`config.mk`:
```
export PLATFORM = sky130hd
export DESIGN_NAME = asrc_host
export DESIGN_NICKNAME = d
export VERILOG_FILES = /design/src/logic/asrc_pkg.sv /design/src/logic/asrc_host.sv /design/src/logic/asrc_sync.sv
export VERILOG_INCLUDE_DIRS = /design/src /design/src/logic
export SDC_FILE = /design/constraint.sdc
export NUM_CORES = 1
export LEC_CHECK = 0
export BUFFER_PORTS_ARGS = -buffer_cell sky130_fd_sc_hd__clkbuf_2
export CORE_ASPECT_RATIO = 1.25
export CORE_MARGIN = 4
export CORE_UTILIZATION = 57
export CTS_CLUSTER_DIAMETER = 80
export DETAILED_ROUTE_END_ITERATION = 6
export GPL_TIMING_DRIVEN = 1
export HOLD_SLACK_MARGIN = 0.08
export PLACE_DENSITY = 0.9
export SLEW_MARGIN = 15
export SYNTH_ARGS = -nofsm -noshare
export SYNTH_HDL_FRONTEND = slang
export SYNTH_HIERARCHICAL = 1
export SYNTH_SLANG_ARGS = --single-unit
```
`constraint.sdc`:
```
create_clock -name mclk -period 3.2 [get_ports mclk]
set_input_delay 0.16 -clock mclk [delete_from_list [all_inputs] [get_ports mclk]]
set_output_delay 0.16 -clock mclk [all_outputs]
set_load 0.01 [all_outputs]
```
`src/logic/asrc_map.svh`:
```
// Timing constants and field layout for the async SRAM host controller.
// Assumes a 10 MHz mclk and one of two memory speed grades.
// Summary of operation
// - Address changes only while write strobe high
// - Host drives data only after outputs float
// - Data set up before write rises, held after
// - Each cycle lasts at least one cycle time
// - Write strobe low for the pulse width
// - Address stable before the terminating edge
// - Select-controlled write holds select low long enough
// - Address may change at strobe edges
// - Retention: select high, inputs held static
// - Wait one cycle time after supply recovery
// - Deselect before the supply drops
`ifndef ASRC_MAP_SVH
`define ASRC_MAP_SVH
`define ASRC_ADDR_W 15
`define ASRC_DATA_W 8
`define ASRC_CLK_NS 100
`define ASRC_CYC_NS 20
`define ASRC_ACC_NS 20
`define ASRC_OEACC_NS 10
`define ASRC_FLOAT_NS 10
`define ASRC_WLQZ_NS 10
`define ASRC_WPW_NS 12
`define ASRC_EPW_NS 15
`define ASRC_DSU_NS 10
`define ASRC_CEIL(t) (((t) + `ASRC_CLK_NS - 1) / `ASRC_CLK_NS)
`define ASRC_CYC_CNT `ASRC_CEIL(`ASRC_CYC_NS)
`define ASRC_ACC_CNT `ASRC_CEIL(`ASRC_ACC_NS)
`define ASRC_FLOAT_CNT `ASRC_CEIL(`ASRC_FLOAT_NS)
`define ASRC_WPW_CNT `ASRC_CEIL(`ASRC_WPW_NS)
`endif

```
`src/logic/asrc_pkg.sv`:
```
// Types for the async SRAM host controller.
// Assumes asrc_map.svh is on the include path.
`include "asrc_map.svh"
package asrc_pkg;
   typedef struct packed {
      logic wr;
      logic [`ASRC_ADDR_W-1:0] addr;
      logic [`ASRC_DATA_W-1:0] wdata;
   } asrc_req_type;
   typedef struct packed {
      logic selB;
      logic outEnB;
      logic wrEnB;
   } asrc_strobe_type;
   typedef enum logic [2:0] {
      S_IDLE, S_RD, S_RDSAMP, S_WSETUP, S_WPULSE, S_FLOAT, S_RETAIN
   } asrc_state_type;
endpackage

```
`src/logic/asrc_host.sv`:
```
// Host-side controller that drives a 32K x 8 asynchronous SRAM.
// Assumes the memory pins connect straight to the ports below.
`timescale 1ns/10ps
`include "asrc_map.svh"
module asrc_host (
   input wire logic mclk,
   input wire logic rst_b,
   input wire asrc_pkg::asrc_req_type reqData,
   input wire logic reqValid,
   output logic reqReady,
   output logic [`ASRC_DATA_W-1:0] rdData_ff,
   output logic rdValid_ff,
   input wire logic retainReq,
   output logic retainAck,
   output logic [`ASRC_ADDR_W-1:0] address_bus_ff,
   output asrc_pkg::asrc_strobe_type strobe_ff,
   input wire logic [`ASRC_DATA_W-1:0] dataIoIn,
   output logic [`ASRC_DATA_W-1:0] dataIoOut_ff,
   output logic dataIoOe_ff
);
   import asrc_pkg::*;

   asrc_state_type state_ff, nxt_state;
   logic [3:0] cnt_ff;
   logic [3:0] cycCnt_ff;
   logic [`ASRC_DATA_W-1:0] dataSync;
   logic cntDone;

   function automatic logic [3:0] ticks(input int n);
      ticks = (n < 1) ? 4'h1 : 4'(n);
   endfunction

   // Pin data crosses from the memory's asynchronous output
   asrc_sync #(.W(`ASRC_DATA_W)) uSync (
      .mclk(mclk),
      .rst_b(rst_b),
      .din(dataIoIn),
      .dout(dataSync)
   );

   assign cntDone = (cnt_ff <= 4'h1);
   assign reqReady = (state_ff == S_IDLE) && !retainReq
      && (cycCnt_ff == 4'h0);
   assign retainAck = (state_ff == S_RETAIN);

   always_comb begin
      nxt_state = state_ff;
      case (state_ff)
         S_IDLE: begin
            if (retainReq) begin
               nxt_state = S_RETAIN;
            end else if (reqValid && reqReady) begin
               nxt_state = reqData.wr ? S_WSETUP : S_RD;
            end
         end
         S_RD: if (cntDone) nxt_state = S_RDSAMP;
         S_RDSAMP: nxt_state = S_FLOAT;
         S_WSETUP: nxt_state = S_WPULSE;
         S_WPULSE: if (cntDone) nxt_state = S_FLOAT;
         S_FLOAT: if (cntDone) nxt_state = S_IDLE;
         S_RETAIN: if (!retainReq) nxt_state = S_FLOAT;
         default: nxt_state = S_IDLE;
      endcase
   end

   always_ff @(posedge mclk or negedge rst_b) begin
      if (!rst_b) state_ff <= S_IDLE;
      else state_ff <= nxt_state;
   end

   // Per-state dwell counter
   always_ff @(posedge mclk or negedge rst_b) begin
      if (!rst_b) begin
         cnt_ff <= 4'h0;
      end else if (state_ff != nxt_state) begin
         case (nxt_state)
            // Sync adds three edges before pin data is trustworthy
            S_RD: cnt_ff <= ticks(`ASRC_ACC_CNT) + 4'h3;
            S_WPULSE: cnt_ff <= ticks(`ASRC_WPW_CNT);
            S_FLOAT: cnt_ff <= ticks(`ASRC_FLOAT_CNT);
            default: cnt_ff <= 4'h0;
         endcase
      end else if (cnt_ff != 4'h0) begin
         cnt_ff <= cnt_ff - 4'h1;
      end
   end

   // Least spacing between access starts
   always_ff @(posedge mclk or negedge rst_b) begin
      if (!rst_b) begin
         cycCnt_ff <= 4'h0;
      end else if (reqValid && reqReady) begin
         cycCnt_ff <= ticks(`ASRC_CYC_CNT);
      end else if (state_ff == S_RETAIN) begin
         cycCnt_ff <= ticks(`ASRC_CYC_CNT);
      end else if (cycCnt_ff != 4'h0) begin
         cycCnt_ff <= cycCnt_ff - 4'h1;
      end
   end

   // Strobes; select stays high whenever idle for standby
   always_ff @(posedge mclk or negedge rst_b) begin
      if (!rst_b) begin
         strobe_ff <= '{selB: 1'b1, outEnB: 1'b1, wrEnB: 1'b1};
      end else begin
         case (nxt_state)
            S_RD, S_RDSAMP: begin
               strobe_ff <= '{selB: 1'b0, outEnB: 1'b0, wrEnB: 1'b1};
            end
            S_WSETUP: begin
               // Output enable kept high so the memory never drives
               strobe_ff <= '{selB: 1'b0, outEnB: 1'b1, wrEnB: 1'b1};
            end
            S_WPULSE: begin
               strobe_ff <= '{selB: 1'b0, outEnB: 1'b1, wrEnB: 1'b0};
            end
            default: begin
               strobe_ff <= '{selB: 1'b1, outEnB: 1'b1, wrEnB: 1'b1};
            end
         endcase
      end
   end

   // Address moves only while the write strobe is high; select falls on the same edge
   always_ff @(posedge mclk or negedge rst_b) begin
      if (!rst_b) begin
         address_bus_ff <= '0;
      end else if (reqValid && reqReady) begin
         address_bus_ff <= reqData.addr;
      end
   end

   // Data drive spans setup, pulse and one edge past write rise
   always_ff @(posedge mclk or negedge rst_b) begin
      if (!rst_b) begin
         dataIoOut_ff <= '0;
         dataIoOe_ff <= 1'b0;
      end else begin
         if (reqValid && reqReady && reqData.wr) begin
            dataIoOut_ff <= reqData.wdata;
         end
         dataIoOe_ff <= (nxt_state == S_WSETUP) || (nxt_state == S_WPULSE)
            || (state_ff == S_WPULSE);
      end
   end

   // Read capture
   always_ff @(posedge mclk or negedge rst_b) begin
      if (!rst_b) begin
         rdData_ff <= '0;
         rdValid_ff <= 1'b0;
      end else begin
         rdValid_ff <= (state_ff == S_RDSAMP);
         if (state_ff == S_RDSAMP) begin
            rdData_ff <= dataSync;
         end
      end
   end
endmodule

```
`src/logic/asrc_sync.sv`:
```
// Three-stage synchroniser for pins from outside the mclk domain.
// Output changes once the second and third stages agree.
`timescale 1ns/10ps
module asrc_sync #(parameter int W = 8) (
   input wire logic mclk,
   input wire logic rst_b,
   input wire logic [W-1:0] din,
   output logic [W-1:0] dout
);
   logic [W-1:0] s1_ff, s2_ff, s3_ff;
   always_ff @(posedge mclk or negedge rst_b) begin
      if (!rst_b) begin
         s1_ff <= '0;
         s2_ff <= '0;
         s3_ff <= '0;
      end else begin
         s1_ff <= din;
         s2_ff <= s1_ff;
         s3_ff <= s2_ff;
      end
   end
   always_ff @(posedge mclk or negedge rst_b) begin
      if (!rst_b) begin
         dout <= '0;
      end else begin
         for (int i = 0; i < W; i++) begin
            if (s2_ff[i] == s3_ff[i]) begin
               dout[i] <= s3_ff[i];
            end
         end
      end
   end
endmodule

```
### Word-level counts from Yosys, hierarchy flattened

Cells that the tools add are included.

* register bits: 79

* add/sub/neg operators: 2
* magnitude comparators: 1
* eq/ne operators: 20
* muxes and demuxes: 15
* reductions and logical operators: 15

Operators with widths (number)
* $pmux 3 s7: 1
* $mux 4: 5
* $mux 3: 6
* $eq 3x3->1 const B: 5
* $eq 3x2->1 const B: 4
* $pmux 3 s3: 1
* $eq 1x1->1: 8
* $reduce_bool 4->1: 2
* $sub 4x1->4 const B: 2
* $eq 3x1->1 const B: 2
* $pmux 3 s2: 1
* $le 4x1->1 const B: 1
* $logic_and 1x1->1: 4
* $logic_not 4->1: 1
* $reduce_or 2->1: 2
* $logic_not 3->1: 1
* $ne 3x3->1: 1
* $reduce_bool 3->1: 1
* $logic_or 1x1->1: 2
* $mux 2: 1
* $reduce_bool 2->1: 1
* $logic_not 1->1: 1

### Longest topological paths before layout

Gate-level depths: netlist of the first run.

* depth in word-level cells: 11
* mapped depth: 7
* depth with buffers taken out: 7

### Modules after synthesis

Netlist of the first run, hierarchy kept.

By module, submodules not included
* asrc_host: times used 1, cells each 162, area an instance 2175.8 um^2, sequential area each 1179.9 um^2
* asrc_sync: times used 1, cells each 40, area an instance 890.9 um^2, sequential area each 800.8 um^2

### Least setup slack after synthesis of the first run

Ideal clock, no wire load.

* path kind: reg2reg
* start: reg cnt_ff[0]
* end: reg cnt_ff[2]
* data arrival time: 1.664 ns
* setup slack: 1.416 ns
* cell stages (with the launch flop): 8
* buffers on the path: 0
* clock period less this slack: 1.784 ns
* cells stage by stage: dfrtp_1 > inv_1 > ha_1 > nor2_1 > o311ai_0 > o2111ai_1 > and3_1 > a31o_2

* longest elaborated chain between the ends: 7

RTL lines
* start, declared: RTL line asrc_host.sv:24 `logic [3:0] cnt_ff;`
* start signal, assigned: RTL line asrc_host.sv:78 `` S_RD: cnt_ff <= ticks(`ASRC_ACC_CNT) + 4'h3; ``
* start signal, assigned: RTL line asrc_host.sv:79 `` S_WPULSE: cnt_ff <= ticks(`ASRC_WPW_CNT); ``
* start signal, assigned: RTL line asrc_host.sv:80 `` S_FLOAT: cnt_ff <= ticks(`ASRC_FLOAT_CNT); ``
* $le 4x1->1: RTL line asrc_host.sv:41 `assign cntDone = (cnt_ff <= 4'h1);`
* $mux 3 (on tied branches): RTL line asrc_host.sv:60, asrc_host.sv:56, asrc_host.sv:59
* $pmux 3 s7: RTL line asrc_host.sv:48 `case (state_ff)`
* $eq 3x3->1: RTL line asrc_host.sv:76 `case (nxt_state)`
* $reduce_or 2->1 (no line)
* $pmux 3 s2: RTL line asrc_host.sv:76
* $mux 4: RTL line asrc_host.sv:75 `end else if (state_ff != nxt_state) begin`

Parallel ways exist; a longest one is shown, timed or not. The select of a mux whose other input is x is not followed.
A chain may end at the register's enable or synchronous reset.

### Final worst setup path of the first run

Same ends and word-level chain as after synthesis.

==> results of run 1 <==
worst register-to-register path: stages (launching register included):
cell and delay, ns:
dfrtp_1 0.42, inv_1 0.13, ha_1 0.20, nor2_1 0.09, o311ai_0 0.38, o2111ai_1 0.32
and3_1 0.26, a31o_2 0.22
area by class of cell:
| type | instances | area, um^2 |
|---|---|---|
| multi-input combinational | 110 | 1010 |
| antenna | 1 | 2.502 |
| fill | 300 | 1141 |
| tap | 62 | 77.57 |
| sequential | 79 | 1981 |
| clock buffer | 11 | 141.4 |
| inverter | 8 | 30.03 |
| clock inverter | 5 | 81.33 |
| timing repair buffer | 105 | 688.2 |
power by group through the flow:
stage / Combinational [mW] / Sequential, mW / Clock (mW)
2_1_floorplan: 0.691 / 1.41 / 0
3_3_place_gp: 0.950 / 1.40 / 0
3_5_place_dp: 1.00 / 1.42 / 0
4_1_cts: 1.04 / 1.40 / 0.835
5_1_grt: 1.17 / 1.43 / 0.892
6_report: 1.06 / 1.41 / 0.835
per-layer routing:
layer,share of wire,global-route usage,wire length (um),vias up
met2,0.54,0.3506,3594,59
met1,0.39,0.2768,2591,1015
li1,-,-,-,923
met5,0,0,0,-
met3,0.049,0.05357,330,14
met4,0.029,0.1239,195,0
sequential cells by signal (all words and copies together) (netlist names):
register,flops
address_bus_ff,15
dataIoOut_ff,8
rdData_ff,8
uSync/dout,8
uSync/s1_ff,8
uSync/s2_ff,8
uSync/s3_ff,8
cnt_ff,4
cycCnt_ff,4
state_ff,3
strobe_ff,3
dataIoOe_ff,1
rdValid_ff,1
cells by family (layout without fill, tap and decap cells):
family | after synthesis | after routing | synth area share
buf+inv | 13 | 129 | 0.02489
flops | 79 | 79 | 0.6459
simple gates | 43 | 43 | 0.08446
fa+ha+maj | 12 | 12 | 0.04570
other cells | 0 | 1 | 0
compound gates | 18 | 18 | 0.04447
xor+xnor | 4 | 4 | 0.01143
mux | 33 | 33 | 0.1432
path summary, 6_finish.rpt:
kind	from	to	slack, ns	cells after the start
max	cnt_ff[0]	cnt_ff[2]	1.07	7
min	retainReq	state_ff[1]	0.26	3
max reg2reg	cnt_ff[0]	cnt_ff[2]	1.07	7
min reg2reg	uSync/s1_ff[1]	uSync/s2_ff[1]	0.35	0
max in group asynchronous	rst_b	uSync/s2_ff[4]	2.09	2
min in group asynchronous	rst_b	uSync/s3_ff[4]	0.51	2
through the flow:
stage / setup slack [ns] / cell area, um^2
finish: 1.067 / 4011
floorplan: 1.416 / 3067
global route: 0.8966 / 4011
CTS: 1.123 / 4009
detailed placement: 1.145 / 3466
global placement: 1.215 / 3466
Yosys cell counts (2+ instances only):
library cell | count | share of area
nor2_1 | 13 | 0.016
mux2_4 | 18 | 0.088
dfstp_2 | 3 | 0.026
and3_1 | 2 | 0.0041
ha_1 | 4 | 0.016
buf_6 | 3 | 0.011
a211oi_1 | 2 | 0.0049
maj3_2 | 8 | 0.029
nand2b_1 | 2 | 0.0041
mux2_2 | 15 | 0.055
a21oi_1 | 5 | 0.0082
inv_1 | 8 | 0.0098
dfrtp_1 | 76 | 0.62
xnor2_1 | 3 | 0.0086
nand2_1 | 9 | 0.011
nor3_1 | 3 | 0.0049
or3_1 | 2 | 0.0041
placed cells by master (no fill, tap or decap), types with 2 or more instances in the layout:
cell	count
and3_1	2
mux2_4	18
a21oi_1	5
or3_1	2
nor3_1	3
a211oi_1	2
xnor2_1	3
nor2_1	13
dlygate4sd3_1	32
nand2_1	9
nand2b_1	2
maj3_2	8
inv_1	8
dfstp_2	3
clkbuf_8	10
bufinv_16	2
clkbuf_2	72
dfrtp_1	76
ha_1	4
mux2_2	15
==> results.yml, run 1 <==
placed_design:
  place_congestion: 0.8500
  dp.final_hpwl_mm: 4.055
  portBuffers: 73
  place_inst: 332
route:
  routedWlPerCell_um: 17.61
  ant_nets: 0
  vias_per_cell: 5.278
  drt_iter0_drc: 128
  drt-pass1-iter-count: 4
  drt-total-wl_mm: 6.711
  drc: 0
  num_vias: 2011
synth:
  synth_area_per_cell_um2: 15.18
  postSynth.asyncResetShare: 1.000
  ys_seq_elements: 79
  yosysSeqAreaShare: 0.6459
  synth-main-ff-cell: "dfrtp_1"
  synth_enable_flop_cells: 0
  syn_area_um2: 3067
  postSynthCellCount: 202
  synth_nets: 242
  synth-warning-count: 6
  synth_cell_types: 43
power_and_ir_drop:
  total_power_mw: 3.302
  power.switching_mw: 1.097
  seq_power_share: 0.426
  clkPwrFrac: 0.253
  p_sw_frac: 0.3321
  internal_power_mw: 2.205
  power_density_nw_per_um2: 823.2
  peakVddDrop_mv: 0.6918
  power.static_leakage_nw: 2.054
  comb_power_share: 0.321
layout:
  area_growth_pct: 30.80
  stdcell_count: 381
  nNetsFinal: 353
  drive_gt1_frac: 0.4465
  utilization: 0.7785
floorplan:
  die_y_um: 90.01
  start_util: 0.5952
  die_w_um: 73.61
  io_pins: 74
  dieArea_um2: 6625
  rows: 29
  core-area_um2: 5152
setup_path:
  cp_num_buf_inv: 1
  crit_arrival_ns: 2.36
  critPathRequiredTime_ns: 3.43
  critPathSlowestCell: "dfrtp_1"
  cp_top_family: "compound AO/OA/AOI/OAI gates"
  path_cells: "inv_1 > ha_1 > nor2_1 > o311ai_0 > o2111ai_1 > and3_1 > a31o_2"
  max_stage_delay_ns: 0.42
  cp-end-kind: "flip-flop"
  start_kind: "flip-flop"
  crit_type: "flip-flop to flip-flop"
  path_max_fanout: 4
clock_tree:
  cts_setup_buffers: 0
  cts_hold_buf: 32
  cts_resized: 0
  cts_buffers: 9
  htreeDepth: 3
  cts_buffer_depth: 2
  worstSkewPairLatency_ns: 0.35
  cts_root_buf: "clkbuf_8"
  clock-sinks: 79
  cts_tree: "yes"
  path_clk_slew_ns: 0.09
timing:
  hold_viol: 0
  period_share: 0.6665
  fin_worst_skew_ns: 0.01685
  drv_slew: 0
  grt_setup_unrepaired: "false"
  clock.fmax_mhz: 468.9
  holdWs_ns: 0.2644
  timing.slew.headroom: 0.3705
  setup_violations: 0
  setup_tns_ns: 0
  min_period_ns: 2.133
  worst_slew_pin_slew_ns: 0.9442
global_route:
  grt_pass1_vias: 2219
  antenna_found_initial: 1
  grt_pass1_wl_mm: 11.21
  overflow: 0
  grtUsageTotal: 0.2231
  grt_max_degree: 80
run_status:
  outcome: "completed"
worst_hold_path:
  hold_class: "input port to flip-flop"
job:
  drv_cap: 0
No activity file was read; power rests on OpenSTA's default activity.
==> inputs of run 2 (changes only) <==
ABC_AREA = 1   (was default)
CORE_UTILIZATION = 48   (was 57)
PLACE_DENSITY = 0.81   (was 0.9)
clock period = 1.9 ns   (was 3.2 ns; I/O delays follow)
==> run 2 against run 1 <==
Synthesized cell count up 57%. Register-to-register slack got worse by 1.0 ns. Critical endpoint unchanged. Global-route usage shrank 4.4 points. Synthesized area rose by 1.6%. Critical path depth is 6 higher. Cell area is 6.3% higher. Via count increased by 22%. Worst hold slack lost 0.13 ns. Critical path type unchanged. Setup slack worse by 1.0 ns. Core utilization decreased by 9.6 points. Clock skew down 0.0035 ns. Sequential power is 78% higher.
==> results.yml, run 2 <==
run_status:
  outcome: "completed"
synth:
  yosysSeqAreaShare: 0.6355
  syn_area_um2: 3117
  synth_nets: 357
  synth_area_per_cell_um2: 9.832
  postSynthCellCount: 317
  synth-main-ff-cell: "dfrtp_1"
  yosys.area.top_type_share: 0.6102
  ys_seq_elements: 79
  synth-warning-count: 6
  synth_cell_types: 30
  synth_top_cells_by_area: "dfrtp_1 (61%), nand2_1 (15%), inv_1 (3.1%)"
  postSynth.asyncResetShare: 1.000
  synth_enable_flop_cells: 0
  synth_top_area_cell: "dfrtp_1"
  synth.most_common_cell: "nand2_1"
  ys_top_cells_by_count: "nand2_1 (122), dfrtp_1 (76), inv_1 (26)"
floorplan:
  rows: 32
  start_util: 0.4990
  dieArea_um2: 7855
  core-area_um2: 6246
  die_y_um: 98.09
  die_w_um: 80.08
  io_pins: 74
clock_tree:
  cts_root_buf: "clkbuf_8"
  cts_buffers: 9
  htreeDepth: 3
  cts_tree: "yes"
  path_clk_slew_ns: 0.08
  worstSkewPairLatency_ns: 0.35
  cts_buffer_depth: 2
  clock-sinks: 79
timing:
  min_period_ns: 1.852
  fin_worst_skew_ns: 0.01337
  drv_slew: 0
  clock.fmax_mhz: 539.9
  period_share: 0.9748
  hold_viol: 0
  setup_violations: 0
  grt_setup_unrepaired: "true"
  worst_slew_pin_slew_ns: 0.5994
  timing.slew.headroom: 0.6004
layout:
  final_common_cell: "nand2_1"
  area_growth_pct: 36.85
  final_cell_mix: "nand2_1 (120), dfrtp_1 (76), clkbuf_2 (71)"
  largest_reg_flops: 15
  largest-register: "address_bus_ff"
  drive_gt1_frac: 0.3124
  fin_area_um2: 4265
  diodes: 0
  nNetsFinal: 480
setup_path:
  crit_arrival_ns: 2.09
  crit_start: "cnt_ff[0]"
  rr_startpoint: "cnt_ff[0]"
  max_stage_delay_ns: 0.41
  path_cells: "inv_2 > ha_2 > inv_1 > nand2_2 > nand2_4 > nand2_4 > o21ai_0 > nor2_1 > nand3_1 > nand3_4 > nor2_2 > o21ai_1 > nand2_1"
  endpoint: "cnt_ff[2]"
  cp_common_cell: "nand2_4"
  reg2reg_depth: 13
  crit_type: "flip-flop to flip-flop"
  reg2reg_slack_ns: 0.05
  start_kind: "flip-flop"
  critPathSlowestCell: "dfrtp_1"
  critPathRequiredTime_ns: 2.13
  path_max_fanout: 6
  rr_endpoint: "cnt_ff[2]"
  cp-end-kind: "flip-flop"
placed_design:
  place_congestion: 0.8832
  dp.final_hpwl_mm: 4.309
  portBuffers: 73
  placed_area_um2: 3632
route:
  num_vias: 2453
  drt-total-wl_mm: 6.568
  ant_nets: 0
  routedWlPerCell_um: 12.39
  drt-pass1-iter-count: 4
  drc: 0
  vias_per_cell: 4.628
  drt_iter0_drc: 130
global_route:
  grtUsageTotal: 0.1788
  antenna_found_initial: 0
  grt_pass1_vias: 2429
  overflow: 0
  grt_max_degree: 49
  grt_pass1_wl_mm: 10.87
power_and_ir_drop:
  total_power_mw: 6.368
  power.static_leakage_nw: 2.295
  power_density_nw_per_um2: 1493
  peakVddDrop_mv: 0.8324
job:
  drv_cap: 0
worst_hold_path:
  hold_class: "input port to flip-flop"
[run 2: changes by cell type after synthesis, moves of 4 or more]
cell     previous run  this run
a21oi_1             5        11
maj3_2              8         0
nor2_1             13        25
nand3_4             0         4
nand2_1             9       122
nand3_1             1        10
mux2_2             15         0
mux2_4             18         0
inv_1               8        26
[run 2: area by class of cell]
| class | instances | area (um^2) |
|---|---|---|
| clock buffer | 10 | 137.6 |
| clock inverter | 6 | 75.07 |
| fill | 493 | 1981 |
| inverter | 31 | 123.9 |
| multi-input combinational | 205 | 1070 |
| sequential | 79 | 1981 |
| tap | 85 | 106.4 |
| timing repair buffer | 114 | 772.0 |
[run 2: repair_timing]
item                       4_1_cts  5_1_grt
setup endpoints to repair        2        5
gates cloned                     0        0
pin swaps                        0        6
setup buffers                    0        4
hold buffers                    32        0
resized for setup                2       19
hold endpoints to repair        75        0
[run 2: through the flow]
step / hold WS, ns / TNS [ns] / worst slack [ns] / util / instances
finish: 0.1300 / 0 / 0.04781 / 0.6829 / 530
global route: 0.1271 / -0.04102 / -0.02049 / 0.6829 / 530
CTS: 0.1045 / -0.006062 / -0.006062 / 0.6697 / 526
detailed placement: 0.1489 / 0 / 0.009164 / 0.5815 / 478
global placement: 0.1392 / 0 / 0.1076 / 0.5815 / 478
floorplan: -0.2006 / 0 / 0.1683 / - / 317
[run 2: critical path, delay by kind of cell, from the launching register on]
| family | cells | cell delay, ns |
|---|---|---|
| buffers and inverters | 2 | 0.15 |
| AND/OR/NAND/NOR | 8 | 0.81 |
| adder cells (fa/ha/maj) | 1 | 0.18 |
| AO/OA/AOI/OAI | 2 | 0.19 |
| flip-flops | 1 | 0.41 |
[run 2: worst min path at each step]
stage / from / end / cells after the start
after floorplan: rst_b / address_bus_ff[0] / 0
after global placement: rst_b / uSync/dout[2] / 1
after detailed placement: rst_b / uSync/s3_ff[2] / 1
after CTS: reqData[23] / state_ff[1] / 3
after global routing: reqData[23] / dataIoOut_ff[1] / 4
final: reqData[23] / dataIoOut_ff[2] / 4
[run 2: cell families after synthesis]
logic type | Yosys count | synth area share
compound gates | 18 | 0.03372
fa+ha+maj | 4 | 0.01606
flops | 79 | 0.6355
simple gates | 181 | 0.2642
buf+inv | 33 | 0.04255
xor+xnor | 2 | 0.008031
[run 2: power by group]
part	switching (mW)	internal (mW)	leakage [nW]
Sequential	0.326	2.18	0.984
Clock	0.624	0.663	0.105
Combinational	1.51	1.07	1.21
Total	2.46	3.91	2.29
[run 2: metal layers]
| layer | routed length [um] | vias to the layer above | track usage |
|---|---|---|---|
| li1 | - | 1226 | - |
| met2 | 3226 | 71 | 0.2876 |
| met5 | 0 | - | 0 |
| met3 | 403 | 14 | 0.05627 |
| met1 | 2816 | 1142 | 0.2241 |
| met4 | 122 | 0 | 0.06892 |
